## config.mk

```make
export PLATFORM = sky130hd
export DESIGN_NAME = icb_read_clear_bank
export DESIGN_NICKNAME = d
export VERILOG_FILES = /design/src/icb_pkg.sv /design/src/icb_read_clear_bank.sv
export SDC_FILE = /design/constraint.sdc
export NUM_CORES = 1
export LEC_CHECK = 0
export BUFFER_PORTS_ARGS = -buffer_cell sky130_fd_sc_hd__buf_2
export CORE_UTILIZATION = 45
export DETAILED_ROUTE_END_ITERATION = 8
export PLACE_DENSITY = 0.74
export SLEW_MARGIN = 10
export SYNTH_ARGS = -nofsm -noshare
export SYNTH_HDL_FRONTEND = slang
export SYNTH_SLANG_ARGS = --single-unit
```

## constraint.sdc

```tcl
create_clock -name aclk -period 2.3 [get_ports aclk]
set_input_delay 0.46 -clock aclk [delete_from_list [all_inputs] [get_ports aclk]]
set_output_delay 0.46 -clock aclk [all_outputs]
set_load 0.01 [all_outputs]
```

## src/icb_pkg.sv

```systemverilog
// Package for the interrupt read-clear bank
// What this block does
// - Receive-overrun clear read clears raw bit 1
// - Transmit-overrun clear read clears raw bit 3
// - Read-request clear read clears raw bit 5
// - Abort clear read clears bit 6, source record
// - Abort clear read releases flushed transmit FIFO
// - Source bit 9 exception honoured on clear
// - Receive-done clear read clears raw bit 7
// - Activity clear only when controller idle
// - Hardware clears activity when disabled, idle
// - Activity clear read returns activity flag
// - Overrun on full 32-entry buffer plus byte
package icb_pkg;
    // ------------------------------------------------------------------
    // Register map
    // ------------------------------------------------------------------
    localparam logic [31:0] ICB_ADDR_RX_OVER  = 32'h5000_1348;
    localparam logic [31:0] ICB_ADDR_TX_OVER  = 32'h5000_134c;
    localparam logic [31:0] ICB_ADDR_RD_REQ   = 32'h5000_1350;
    localparam logic [31:0] ICB_ADDR_TRANSMIT_ABORT_FLAG  = 32'h5000_1354;
    localparam logic [31:0] ICB_ADDR_RX_DONE  = 32'h5000_1358;
    localparam logic [31:0] ICB_ADDR_ACTIVITY = 32'h5000_135c;
    localparam logic [31:0] ICB_ADDR_STOP     = 32'h5000_1360;
    localparam logic [31:0] ICB_ADDR_RAW      = 32'h5000_1380;
    localparam logic [31:0] ICB_ADDR_MASK     = 32'h5000_1384;
    localparam logic [31:0] ICB_ADDR_SOURCE   = 32'h5000_1388;
    localparam logic [31:0] ICB_ADDR_CTRL     = 32'h5000_138c;
    // ------------------------------------------------------------------
    // Raw status bit positions, widths, depth, reset value and response codes
    // ------------------------------------------------------------------
    localparam int ICB_B_RX_OVER  = 1;
    localparam int ICB_B_TX_OVER  = 3;
    localparam int ICB_B_RD_REQ   = 5;
    localparam int ICB_B_TRANSMIT_ABORT_FLAG  = 6;
    localparam int ICB_B_RX_DONE  = 7;
    localparam int ICB_B_ACTIVITY = 8;
    localparam int ICB_B_STOP     = 9;
    localparam int ICB_RAW_W      = 16;
    localparam int ICB_SRC_W      = 16;
    localparam int ICB_SRC_KEEP   = 9;
    localparam int ICB_RX_DEPTH   = 32;
    localparam logic [15:0] ICB_RAW_RESET = 16'h0000;
    localparam logic [1:0]  ICB_RESP_OKAY   = 2'b00;
    localparam logic [1:0]  ICB_RESP_DECERR = 2'b11;
endpackage

```

## src/icb_read_clear_bank.sv

```systemverilog
// Interrupt raw status bank with read-to-clear registers over AXI4-Lite
//
// Implementation choice: the AXI4-Lite slave port.
`timescale 1ns/1ps
module icb_read_clear_bank #(
    parameter int RX_DEPTH = icb_pkg::ICB_RX_DEPTH
) (
    // Clock and reset
    input  wire logic        aclk,
    input  wire logic        aresetn,
    // AXI4-Lite write address
    input  wire logic        s_awvalid,
    output logic             s_awready,
    input  wire logic [31:0] s_awaddr,
    // AXI4-Lite write data
    input  wire logic        s_wvalid,
    output logic             s_wready,
    input  wire logic [31:0] s_wdata,
    input  wire logic [3:0]  s_wstrb,
    // AXI4-Lite write response
    output logic             s_bvalid,
    input  wire logic        s_bready,
    output logic [1:0]       s_bresp,
    // AXI4-Lite read address
    input  wire logic        s_arvalid,
    output logic             s_arready,
    input  wire logic [31:0] s_araddr,
    // AXI4-Lite read data
    output logic             s_rvalid,
    input  wire logic        s_rready,
    output logic [31:0]      s_rdata,
    output logic [1:0]       s_rresp,
    // Controller events, one-cycle pulses, with receive level and abort reason
    input  wire logic        ev_tx_over,
    input  wire logic        ev_rd_req,
    input  wire logic        ev_rx_done,
    input  wire logic        ev_stop,
    input  wire logic        ev_activity,
    input  wire logic        rx_byte_in,
    input  wire logic [5:0]  rx_level,
    input  wire logic        abort_pulse,
    input  wire logic [15:0] abort_reason,
    // Controller state
    input  wire logic        ctrl_active,
    // Outputs
    output logic             tx_fifo_flushed,
    output logic             ctrl_enable,
    output logic             irq
);
    import icb_pkg::*;

    logic [15:0] raw_interrupt_status;
    logic [15:0] mask;
    logic [15:0] abort_source_record;
    logic        aw_held;
    logic        w_held;
    logic [31:0] aw_addr;
    logic [31:0] w_data;

    // ------------------------------------------------------------------
    // Write channel
    // ------------------------------------------------------------------
    wire aw_take = s_awvalid && s_awready;
    wire w_take  = s_wvalid && s_wready;
    wire aw_now  = aw_held || aw_take;
    wire w_now   = w_held || w_take;
    wire [31:0] wa = aw_held ? aw_addr : s_awaddr;
    wire [31:0] wd = w_held ? w_data : s_wdata;
    wire        wr_do = aw_now && w_now && !s_bvalid;
    wire        wr_mask = wr_do && wa == ICB_ADDR_MASK;
    wire        wr_ctrl = wr_do && wa == ICB_ADDR_CTRL;
    wire        wr_ok = wa == ICB_ADDR_MASK || wa == ICB_ADDR_CTRL ||
                        wa == ICB_ADDR_RAW;
    wire        wr_raw = wr_do && wa == ICB_ADDR_RAW && s_wstrb[0];
    assign s_awready = !aw_held && !s_bvalid;
    assign s_wready  = !w_held && !s_bvalid;

    always_ff @(posedge aclk) begin
        if (!aresetn) begin
            aw_held <= 1'b0;
            w_held  <= 1'b0;
            aw_addr <= 32'h0000_0000;
            w_data  <= 32'h0000_0000;
            s_bvalid <= 1'b0;
            s_bresp  <= ICB_RESP_OKAY;
        end else begin
            if (wr_do) begin
                aw_held  <= 1'b0;
                w_held   <= 1'b0;
                s_bvalid <= 1'b1;
                s_bresp  <= wr_ok ? ICB_RESP_OKAY : ICB_RESP_DECERR;
            end else begin
                if (aw_take) begin
                    aw_held <= 1'b1;
                    aw_addr <= s_awaddr;
                end
                if (w_take) begin
                    w_held <= 1'b1;
                    w_data <= s_wdata;
                end
                if (s_bvalid && s_bready) begin
                    s_bvalid <= 1'b0;
                end
            end
        end
    end

    always_ff @(posedge aclk) begin
        if (!aresetn) begin
            mask        <= 16'h0000;
            ctrl_enable <= 1'b0;
        end else begin
            if (wr_mask && s_wstrb[0]) begin
                mask[7:0] <= wd[7:0];
            end
            if (wr_mask && s_wstrb[1]) begin
                mask[15:8] <= wd[15:8];
            end
            if (wr_ctrl && s_wstrb[0]) begin
                ctrl_enable <= wd[0];
            end
        end
    end

    // ------------------------------------------------------------------
    // Read channel and clear decode
    // ------------------------------------------------------------------
    wire rd_do = s_arvalid && s_arready;
    assign s_arready = !s_rvalid;
    wire rd_rx_over = rd_do && s_araddr == ICB_ADDR_RX_OVER;
    wire rd_tx_over = rd_do && s_araddr == ICB_ADDR_TX_OVER;
    wire rd_rd_req  = rd_do && s_araddr == ICB_ADDR_RD_REQ;
    wire rd_abort   = rd_do && s_araddr == ICB_ADDR_TRANSMIT_ABORT_FLAG;
    wire rd_rx_done = rd_do && s_araddr == ICB_ADDR_RX_DONE;
    wire rd_act     = rd_do && s_araddr == ICB_ADDR_ACTIVITY;
    wire rd_stop    = rd_do && s_araddr == ICB_ADDR_STOP;
    wire rd_raw     = s_araddr == ICB_ADDR_RAW;
    wire rd_msk     = s_araddr == ICB_ADDR_MASK;
    wire rd_src     = s_araddr == ICB_ADDR_SOURCE;
    wire rd_ctl     = s_araddr == ICB_ADDR_CTRL;
    wire rd_clr_any = rd_rx_over || rd_tx_over || rd_rd_req || rd_abort ||
                      rd_rx_done || rd_act || rd_stop;
    wire rd_ok = rd_clr_any || rd_raw || rd_msk || rd_src || rd_ctl;

    // Flag returned in bit 0, upper bits zero; value taken before clear
    wire clr_bit =
        (rd_rx_over && raw_interrupt_status[ICB_B_RX_OVER])  ||
        (rd_tx_over && raw_interrupt_status[ICB_B_TX_OVER])  ||
        (rd_rd_req  && raw_interrupt_status[ICB_B_RD_REQ])   ||
        (rd_abort   && raw_interrupt_status[ICB_B_TRANSMIT_ABORT_FLAG])  ||
        (rd_rx_done && raw_interrupt_status[ICB_B_RX_DONE])  ||
        (rd_act     && raw_interrupt_status[ICB_B_ACTIVITY]) ||
        (rd_stop    && raw_interrupt_status[ICB_B_STOP]);
    wire [31:0] rd_value =
        rd_clr_any ? {31'h0000_0000, clr_bit} :
        rd_raw ? {16'h0000, raw_interrupt_status} :
        rd_msk ? {16'h0000, mask} :
        rd_src ? {16'h0000, abort_source_record} :
        rd_ctl ? {31'h0000_0000, ctrl_enable} : 32'h0000_0000;

    always_ff @(posedge aclk) begin
        if (!aresetn) begin
            s_rvalid <= 1'b0;
            s_rdata  <= 32'h0000_0000;
            s_rresp  <= ICB_RESP_OKAY;
        end else if (rd_do) begin
            s_rvalid <= 1'b1;
            s_rdata  <= rd_value;
            s_rresp  <= rd_ok ? ICB_RESP_OKAY : ICB_RESP_DECERR;
        end else if (s_rready) begin
            s_rvalid <= 1'b0;
        end
    end

    // ------------------------------------------------------------------
    // Raw status flags: set wins over clear
    // ------------------------------------------------------------------
    // Overrun: buffer already holds RX_DEPTH bytes when one more lands
    wire ev_rx_over = rx_byte_in && rx_level == 6'(RX_DEPTH);
    wire act_clear = (rd_act && !ctrl_active) ||
                     (!ctrl_enable && !ctrl_active);
    logic [15:0] set_v;
    logic [15:0] clr_v;
    always_comb begin
        set_v = 16'h0000;
        clr_v = 16'h0000;
        set_v[ICB_B_RX_OVER]  = ev_rx_over;
        set_v[ICB_B_TX_OVER]  = ev_tx_over;
        set_v[ICB_B_RD_REQ]   = ev_rd_req;
        set_v[ICB_B_TRANSMIT_ABORT_FLAG]  = abort_pulse;
        set_v[ICB_B_RX_DONE]  = ev_rx_done;
        set_v[ICB_B_ACTIVITY] = ev_activity;
        set_v[ICB_B_STOP]     = ev_stop;
        clr_v[ICB_B_RX_OVER]  = rd_rx_over;
        clr_v[ICB_B_TX_OVER]  = rd_tx_over;
        clr_v[ICB_B_RD_REQ]   = rd_rd_req;
        clr_v[ICB_B_TRANSMIT_ABORT_FLAG]  = rd_abort;
        clr_v[ICB_B_RX_DONE]  = rd_rx_done;
        clr_v[ICB_B_ACTIVITY] = act_clear;
        clr_v[ICB_B_STOP]     = rd_stop;
    end
    wire [15:0] sw_clr = wr_raw ? {8'h00, wd[7:0]} : 16'h0000;

    // ------------------------------------------------------------------
    // Per-bit flag storage
    // ------------------------------------------------------------------
    // Each flag resolves its own set and clear; the set wins so that an
    // event landing in the same cycle as a clearing read is never lost.
    // Software sees it on the next read instead of missing it for good.
    for (genvar b = 0; b < ICB_RAW_W; b++) begin : g_flag
        always_ff @(posedge aclk) begin
            if (!aresetn) begin
                raw_interrupt_status[b] <= ICB_RAW_RESET[b];
            end else if (set_v[b]) begin
                raw_interrupt_status[b] <= 1'b1;
            end else if (clr_v[b] || sw_clr[b]) begin
                raw_interrupt_status[b] <= 1'b0;
            end
        end
    end

    // ------------------------------------------------------------------
    // Abort source record and transmit FIFO hold
    // ------------------------------------------------------------------
    // Bit 9 survives the abort clear read; once set, only reset clears it
    wire [15:0] src_keep = 16'(1) << ICB_SRC_KEEP;
    wire [15:0] src_clr = rd_abort ? ~src_keep : 16'h0000;
    always_ff @(posedge aclk) begin
        if (!aresetn) begin
            abort_source_record <= 16'h0000;
            tx_fifo_flushed     <= 1'b0;
        end else begin
            abort_source_record <= (abort_source_record & ~src_clr) |
                                   (abort_pulse ? abort_reason : 16'h0000);
            if (abort_pulse) begin
                tx_fifo_flushed <= 1'b1;
            end else if (rd_abort) begin
                tx_fifo_flushed <= 1'b0;
            end
        end
    end

    assign irq = |(raw_interrupt_status & mask);
endmodule

```

==> key figures, run 1 <==
Run status
  – Status: complete, no violations

Critical path
  – CP max stage delay: 0.54 ns
  – Worst-path maximum fanout: 4
  – Slowest-stage cell, CP: or4b_4
  – Worst r2r src: aw_addr[11]$_SDFFE_PN0P_
  – CP Class: register to register
  – CP Launch Point: aw_addr[11]$_SDFFE_PN0P_
  – CP cell instances: or4b_4 -> nor4_4 -> nor2_2 -> or4_1 -> a41o_1
  – CP Data Arrival Time: 2.41 ns
  – Crit start category: register
  – CP Capture Type: register
  – Req. time, crit path: 2.55 ns

Finish
  – N_diodes: 0
  – Util after Layout: 56.73%
  – Finished Cell Area: 0.006477 mm^2
  – Layout cells sized above 1: 28.63%
  – Final nets: 911
  – Area delta synth->final: 23.32%

Die
  – Die area: 0.01211 mm^2
  – Boundary Pins: 181
  – Initial core utilization: 46.00%
  – Width of the die: 110.0 um
  – Row count: 39
  – Die height: 110.0 um
  – Std-Cell Core Area: 0.01142 mm^2

Logic synthesis
  – Synth cell types: 62
  – Sequential area share after synthesis: 42.31%
  – Fraction of registers with async set or reset after synthesis: 0%
  – Cells after Synth: 631
  – Syn_area_per_cell: 8.324 um^2
  – Synthesized area: 0.005253 mm^2
  – Post-synth EDFFs: 0
  – Synthesized flop and latch total: 111
  – Ys flop type: dfxtp_1
  – Total number of yosys warnings: 0

STA
  – # setup viols final: 0
  – Count of pins over their slew limit: 0
  – Final hold violation count: 0
  – Final Critical Period: 2.154 ns
  – Setup WS post-layout: 0.1464 ns
  – RSZ-0062 raised after global routing: false
  – Max Clk Rate: 464.3 MHz
  – Fin Setup TNS: 0 ns
  – Slew Limit Headroom: 65.81%
  – Slew @ Worst Pin: 0.5060 ns
  – Hold Slack: 0.2788 ns
  – Tcrit/Tclk final: 93.64%
  – Final Skew: 0.009637 ns

Min path
  – Worst Hold Class: input pin to register
  – Hold path startpoint: s_rready

Clock network
  – CTS clk-pin slew, worst paths: 0.08 ns
  – Num CTS Buffers: 9
  – Root buffer cell: clkbuf_16
  – H-tree levels: 3
  – # clock sinks: 111
  – CTS Buffer Depth: 2
  – TritonCTS clock tree: yes
  – Skew-Pair Late Insertion Delay: 0.36 ns
  – # hold bufs at CTS: 0

Detailed routing
  – Initial DRC Count: 322
  – 1st-pass router iterations: 5
  – Drt drc: 0
  – Drt total wl: 13600 um
  – Remaining antenna violation count: 0
  – Wirelength per Cell: 14.75 um
  – Vias per inst: 5.511
  – DR vias: 5081

Job
  – Max-cap viol count: 0

Global routing
  – Vias in the first global route: 4762
  – Initial antenna violation count: 0
  – Global route overflow: 0
  – Largest net degree at the start of global routing: 33
  – First-pass GRT wire length: 21820 um
  – Global Route Usage Sum: 23.22%

Place
  – Placed cell areas: 0.006181 mm^2
  – Routability congestion estimate: 0.8580
  – Detail Placement HPWL: 10330 um
  – Pre-CTS setup slack: -0.1063 ns
  – Port Buf Inserts: 146

Pwr
  – Max VDD drop: 0.5793 mV
  – Pleak: 2.706 nW
  – PwrDens: 643.3 mW/mm^2
through the flow:
stage	instances	power (mW)
floorplan	646	2.464
global placement	906	2.660
detailed placement	906	2.682
CTS	922	4.181
global route	922	4.337
finish	922	4.167
critical path, delay by kind of cell, from the launching register on:
family | cells | cell delay [ns]
DFF | 1 | 0.32
and+or+nand+nor | 4 | 1.48
AOI/OAI and AO/OA | 1 | 0.25
synth_stat cells, types with 3 or more instances:
| master | n | share of area [%] |
|---|---|---|
| a21oi_1 | 55 | 5.2 |
| a22oi_1 | 27 | 3.9 |
| a31oi_1 | 3 | 0.36 |
| buf_2 | 7 | 0.67 |
| buf_4 | 18 | 2.6 |
| clkbuf_1 | 34 | 2.4 |
| dfxtp_1 | 111 | 42 |
| inv_1 | 14 | 1.0 |
| mux2_2 | 14 | 3.0 |
| mux2i_1 | 30 | 5.7 |
| nand2_1 | 111 | 7.9 |
| nand2b_1 | 3 | 0.36 |
| nand3_1 | 8 | 0.76 |
| nand3b_1 | 5 | 0.71 |
| nand4_1 | 12 | 1.4 |
| nor2_1 | 59 | 4.2 |
| nor3_1 | 7 | 0.67 |
| nor4_1 | 8 | 0.95 |
| nor4b_1 | 6 | 1.0 |
| nor4bb_1 | 3 | 0.57 |
| o211ai_1 | 10 | 1.4 |
| o21ai_0 | 22 | 2.1 |
| o22ai_1 | 3 | 0.36 |
| o31ai_1 | 11 | 1.6 |
| or4_1 | 3 | 0.43 |
state kept, by name (all words and copies together), names as in the netlist, 7 cells and up:
name / cells
w_data: 16
s_rdata: 16
abort_source_record: 16
mask: 16
aw_addr: 32
raw_interrupt_status: 7
cell type report:
class | instances | area (um^2)
clock buffers | 9 | 225.2
clock inverters | 7 | 65.06
well taps | 143 | 178.9
repair buffers | 177 | 988.4
flip-flops and latches | 111 | 2222
multi-input cells | 461 | 2745
fillers | 1048 | 4941
inverters | 14 | 52.55
metal layers:
metal / share of wire, % / vias up / GRT usage [%]
met4: 1.6 / 0 / 8.000
met1: 41 / 2360 / 28.29
met2: 49 / 198 / 39.02
met3: 7.9 / 19 / 6.761
met5: 0 / - / 0
li1: - / 2504 / -
placed cells by master (no fill, tap or decap), types with 2 or more instances in the layout:
cell and instances:
buf_2 146, nand2_1 111, dfxtp_1 111, nor2_1 59, a21oi_1 55, mux2i_1 30
buf_4 29, a22oi_1 27, o21ai_0 22, conb_1 16, mux2_2 14, inv_1 13
nand4_1 12, o31ai_1 11, o211ai_1 10, clkbuf_16 9, nand3_1 8, nor4_1 8
nor3_1 7, nand3b_1 5, nor4b_1 5, nand2b_1 3, o22ai_1 3, nor4bb_1 3
a31oi_1 3, or4_1 3, clkinv_4 3, or3b_2 2, or4b_4 2, nor4_4 2
and4_1 2, and2_1 2, nor3b_1 2, and3_1 2, and3b_1 2, nand4b_1 2
a211oi_1 2, inv_8 2, buf_12 2
cells by family (layout without fill, tap and decap cells):
logic type,count (synthesis),in the layout,synth area share (%)
buf+inv,74,207,6.741
compound gates,149,149,18.13
simple gates,252,252,24.04
other cells,1,16,0.07139
flops,111,111,42.31
mux,44,44,8.718
report_power, final:
| part | switching [mW] | leakage [nW] | internal (mW) |
|---|---|---|---|
| sequential | 0.0661 | 0.905 | 2.01 |
| combinational | 0.308 | 1.66 | 0.260 |
| clock | 0.766 | 0.140 | 0.760 |
worst paths after layout:
kind / endpoint / slack [ns] / cells after the start
max: raw_interrupt_status[1]$_SDFFE_PN0P_ / 0.15 / 5
min: s_rvalid$_SDFFE_PN0P_ / 0.28 / 2
max reg2reg: raw_interrupt_status[1]$_SDFFE_PN0P_ / 0.15 / 5
min reg2reg: aw_addr[15]$_SDFFE_PN0P_ / 0.45 / 2
repair_timing:
action                                 4_1_cts  5_1_grt
setup endpoints to repair                    0        1
endpoints found under the hold margin        0        0
setup buffers                                0        0
gates resized for setup                      0        2
(Power assumes the default switching activity.)
==> run 2, diff against run 1 <==
--- a/config.mk
+++ b/config.mk
@@ -9,7 +9,7 @@
 export CORE_UTILIZATION = 45
 export DETAILED_ROUTE_END_ITERATION = 8
 export PLACE_DENSITY = 0.74
-export SLEW_MARGIN = 10
+export SLEW_MARGIN = 40
 export SYNTH_ARGS = -nofsm -noshare
 export SYNTH_HDL_FRONTEND = slang
 export SYNTH_SLANG_ARGS = --single-unit
==> constraint.sdc (replaced) <==
create_clock -name aclk -period 2.3 [get_ports aclk]
set_input_delay 0.115 -clock aclk [delete_from_list [all_inputs] [get_ports aclk]]
set_output_delay 0.115 -clock aclk [all_outputs]
set_load 0.01 [all_outputs]
==> run 2 against run 1 <==
Setup slack got worse by 0.13 ns. Via count about the same. Combinational power decreased by 1%. Die area unchanged. Sequential cell count unchanged. Cell count decreased by 0.98%. Critical path type is now input pin to register. Final area decreased by 1.2%.
==> key figures, run 2 (same netlist as run 1, synthesis figures left out) <==
Detailed routing
  – Drt total wl: 13760 um
  – Initial DRC Count: 437
  – Remaining antenna violation count: 0
  – Drt drc: 0
  – 1st-pass router iterations: 5
  – DR vias: 5080
  – Wirelength per Cell: 15.08 um
  – Vias per inst: 5.564

Job
  – Max-cap viol count: 0

Finish
  – Register area: 0.002222 mm^2
  – Area delta synth->final: 21.84%
  – Finished Cell Area: 0.006400 mm^2
  – Most frequent cells in the layout: buf_2 (146), nand2_1 (111), dfxtp_1 (111), nor2_1 (59), a21oi_1 (55)
  – Area of the multi-input gates: 0.002739 mm^2
  – Commonest non-fill, non-tap cell in the layout: buf_2
  – Layout cells sized above 1: 26.79%
  – Reg with most FFs: aw_addr
  – Largest register FFs: 32
  – Fill count: 1089
  – Final nets: 901
  – Non-filler cells, final: 913

Clock network
  – CTS clk-pin slew, worst paths: 0.08 ns
  – Skew-Pair Late Insertion Delay: 0.35 ns
  – TritonCTS clock tree: yes
  – CTS Buffer Depth: 2
  – Root buffer cell: clkbuf_16
  – Setup Buffers After CTS: 0
  – H-tree levels: 3
  – # clock sinks: 111
  – Num CTS Buffers: 9

Place
  – Routability congestion estimate: 0.8586
  – Port Buf Inserts: 146
  – Placed cell areas: 0.006043 mm^2
  – Placed Cells: 891
  – Detail Placement HPWL: 10080 um

Critical path
  – Slowest-stage cell, CP: or4_1
  – CP Class: input pin to register
  – Worst reg2reg path depth: 5
  – CP Capture Type: register
  – Reg2Reg Setup Slack: 0.11 ns
  – Worst Setup EP: raw_interrupt_status[1]$_SDFFE_PN0P_
  – CP Data Arrival Time: 2.53 ns
  – RR Endpoint: raw_interrupt_status[1]$_SDFFE_PN0P_
  – Worst-path maximum fanout: 7
  – Crit start category: input pin
  – Worst r2r src: aw_addr[11]$_SDFFE_PN0P_
  – CP cell instances: dlygate4sd3_1 -> buf_2 -> or4b_4 -> nor4_4 -> nor2_2 -> or4_1 -> a41o_1
  – CP max stage delay: 0.54 ns
  – Req. time, crit path: 2.54 ns
  – CP Launch Point: s_awaddr[13]

Pwr
  – Switching share of power: 26.14%
  – Clock Power Share: 37.7%
  – Max VDD drop: 0.5008 mV
  – Pleak: 2.653 nW
  – Sw Pwr: 1.104 mW
  – Flop pwr share: 49.0%
  – Comb power frac: 13.3%
  – PwrDens: 659.9 mW/mm^2
  – Pint: 3.119 mW
  – Total power: 4.224 mW

STA
  – Slew Limit Headroom: 48.25%
  – RSZ-0062 raised after global routing: true
  – Count of pins over their slew limit: 0
  – Max Clk Rate: 437.0 MHz
  – Final hold violation count: 0
  – Final Critical Period: 2.288 ns
  – # setup viols final: 0
  – Final Skew: 0.008161 ns
  – Fin Setup TNS: 0 ns
  – Slew @ Worst Pin: 0.7762 ns
  – Tcrit/Tclk final: 99.49%

Global routing
  – Global route overflow: 0
  – Largest net degree at the start of global routing: 74
  – Global Route met1 Usage: 28.81%
  – Global Route Usage Sum: 23.05%
  – First-pass GRT wire length: 21620 um
  – Vias in the first global route: 4521
  – Initial antenna violation count: 1
  – Busiest layer in global routing: met2
  – Met2 Resource Use GR: 38.57%
  – GR met3 Demand/Resource: 5.879%

Die
  – Row count: 39
  – Width of the die: 110.0 um
  – Die area: 0.01211 mm^2
  – Initial core utilization: 46.00%
  – Std-Cell Core Area: 0.01142 mm^2
  – Boundary Pins: 181
  – Die height: 110.0 um

Min path
  – Worst Hold Class: input pin to register

Run status
  – Status: complete, no violations
## run 2: critical path, delay by kind of cell
family                 cells  cell delay (ns)
AO/OA/AOI/OAI              1             0.25
buffers and inverters      2             0.66
AND/OR/NAND/NOR            4             1.51
## run 2: per-stage QoR
step           util (%)  worst slack, ns  hold slack, ns
4_1_cts           56.03          0.01304       0.0008041
6_report          56.05          0.01165         0.01284
3_5_place_dp      52.93           0.1217          0.3096
5_1_grt           56.03         -0.02767         0.01110
2_1_floorplan         -           0.2502          0.2140
3_3_place_gp      52.93           0.1476          0.3045
## run 2: how the worst min path moves through the flow
| stage | end | start | cells after the start |
|---|---|---|---|
| after floorplan | s_rvalid$_SDFFE_PN0P_ | s_rready | 1 |
| after global placement | s_rvalid$_SDFFE_PN0P_ | s_rready | 2 |
| after detailed placement | s_rvalid$_SDFFE_PN0P_ | s_rready | 2 |
| after CTS | raw_interrupt_status[9]$_SDFFE_PN0P_ | ev_stop | 3 |
| after global routing | raw_interrupt_status[9]$_SDFFE_PN0P_ | ev_stop | 3 |
| final | aw_addr[8]$_SDFFE_PN0P_ | s_awaddr[8] | 3 |
## run 2: metal layers
metal,wire length [um],up-vias
met5,11,-
met4,291,2
met3,947,32
met2,6564,188
met1,5949,2363
li1,-,2495
## run 2: cell type report
| cell class | count | area share (%) |
|---|---|---|
| clock inverter | 6 | 1.173 |
| tap | 143 | 2.796 |
| sequential | 111 | 34.72 |
| antenna | 1 | 0.03910 |
| inverter | 14 | 0.8211 |
| timing repair buffer | 167 | 14.08 |
| clock buffer | 10 | 3.578 |
| multi-input combinational | 461 | 42.80 |
## run 2: timing repair
| item | 4_1_cts | 5_1_grt |
|---|---|---|
| endpoints found under the setup margin | 0 | 2 |
| resized for setup | 0 | 1 |
| hold buffers | 5 | 0 |
| endpoints found under the hold margin | 5 | 0 |
## run 2: power groups by stage
stage               Clock, mW  Combinational, mW  Sequential, mW
floorplan                   0              0.368            2.10
global placement            0              0.532            2.11
detailed placement          0              0.550            2.11
CTS                      1.63              0.560            2.07
global route             1.70              0.624            2.08
finish                   1.59              0.560            2.07
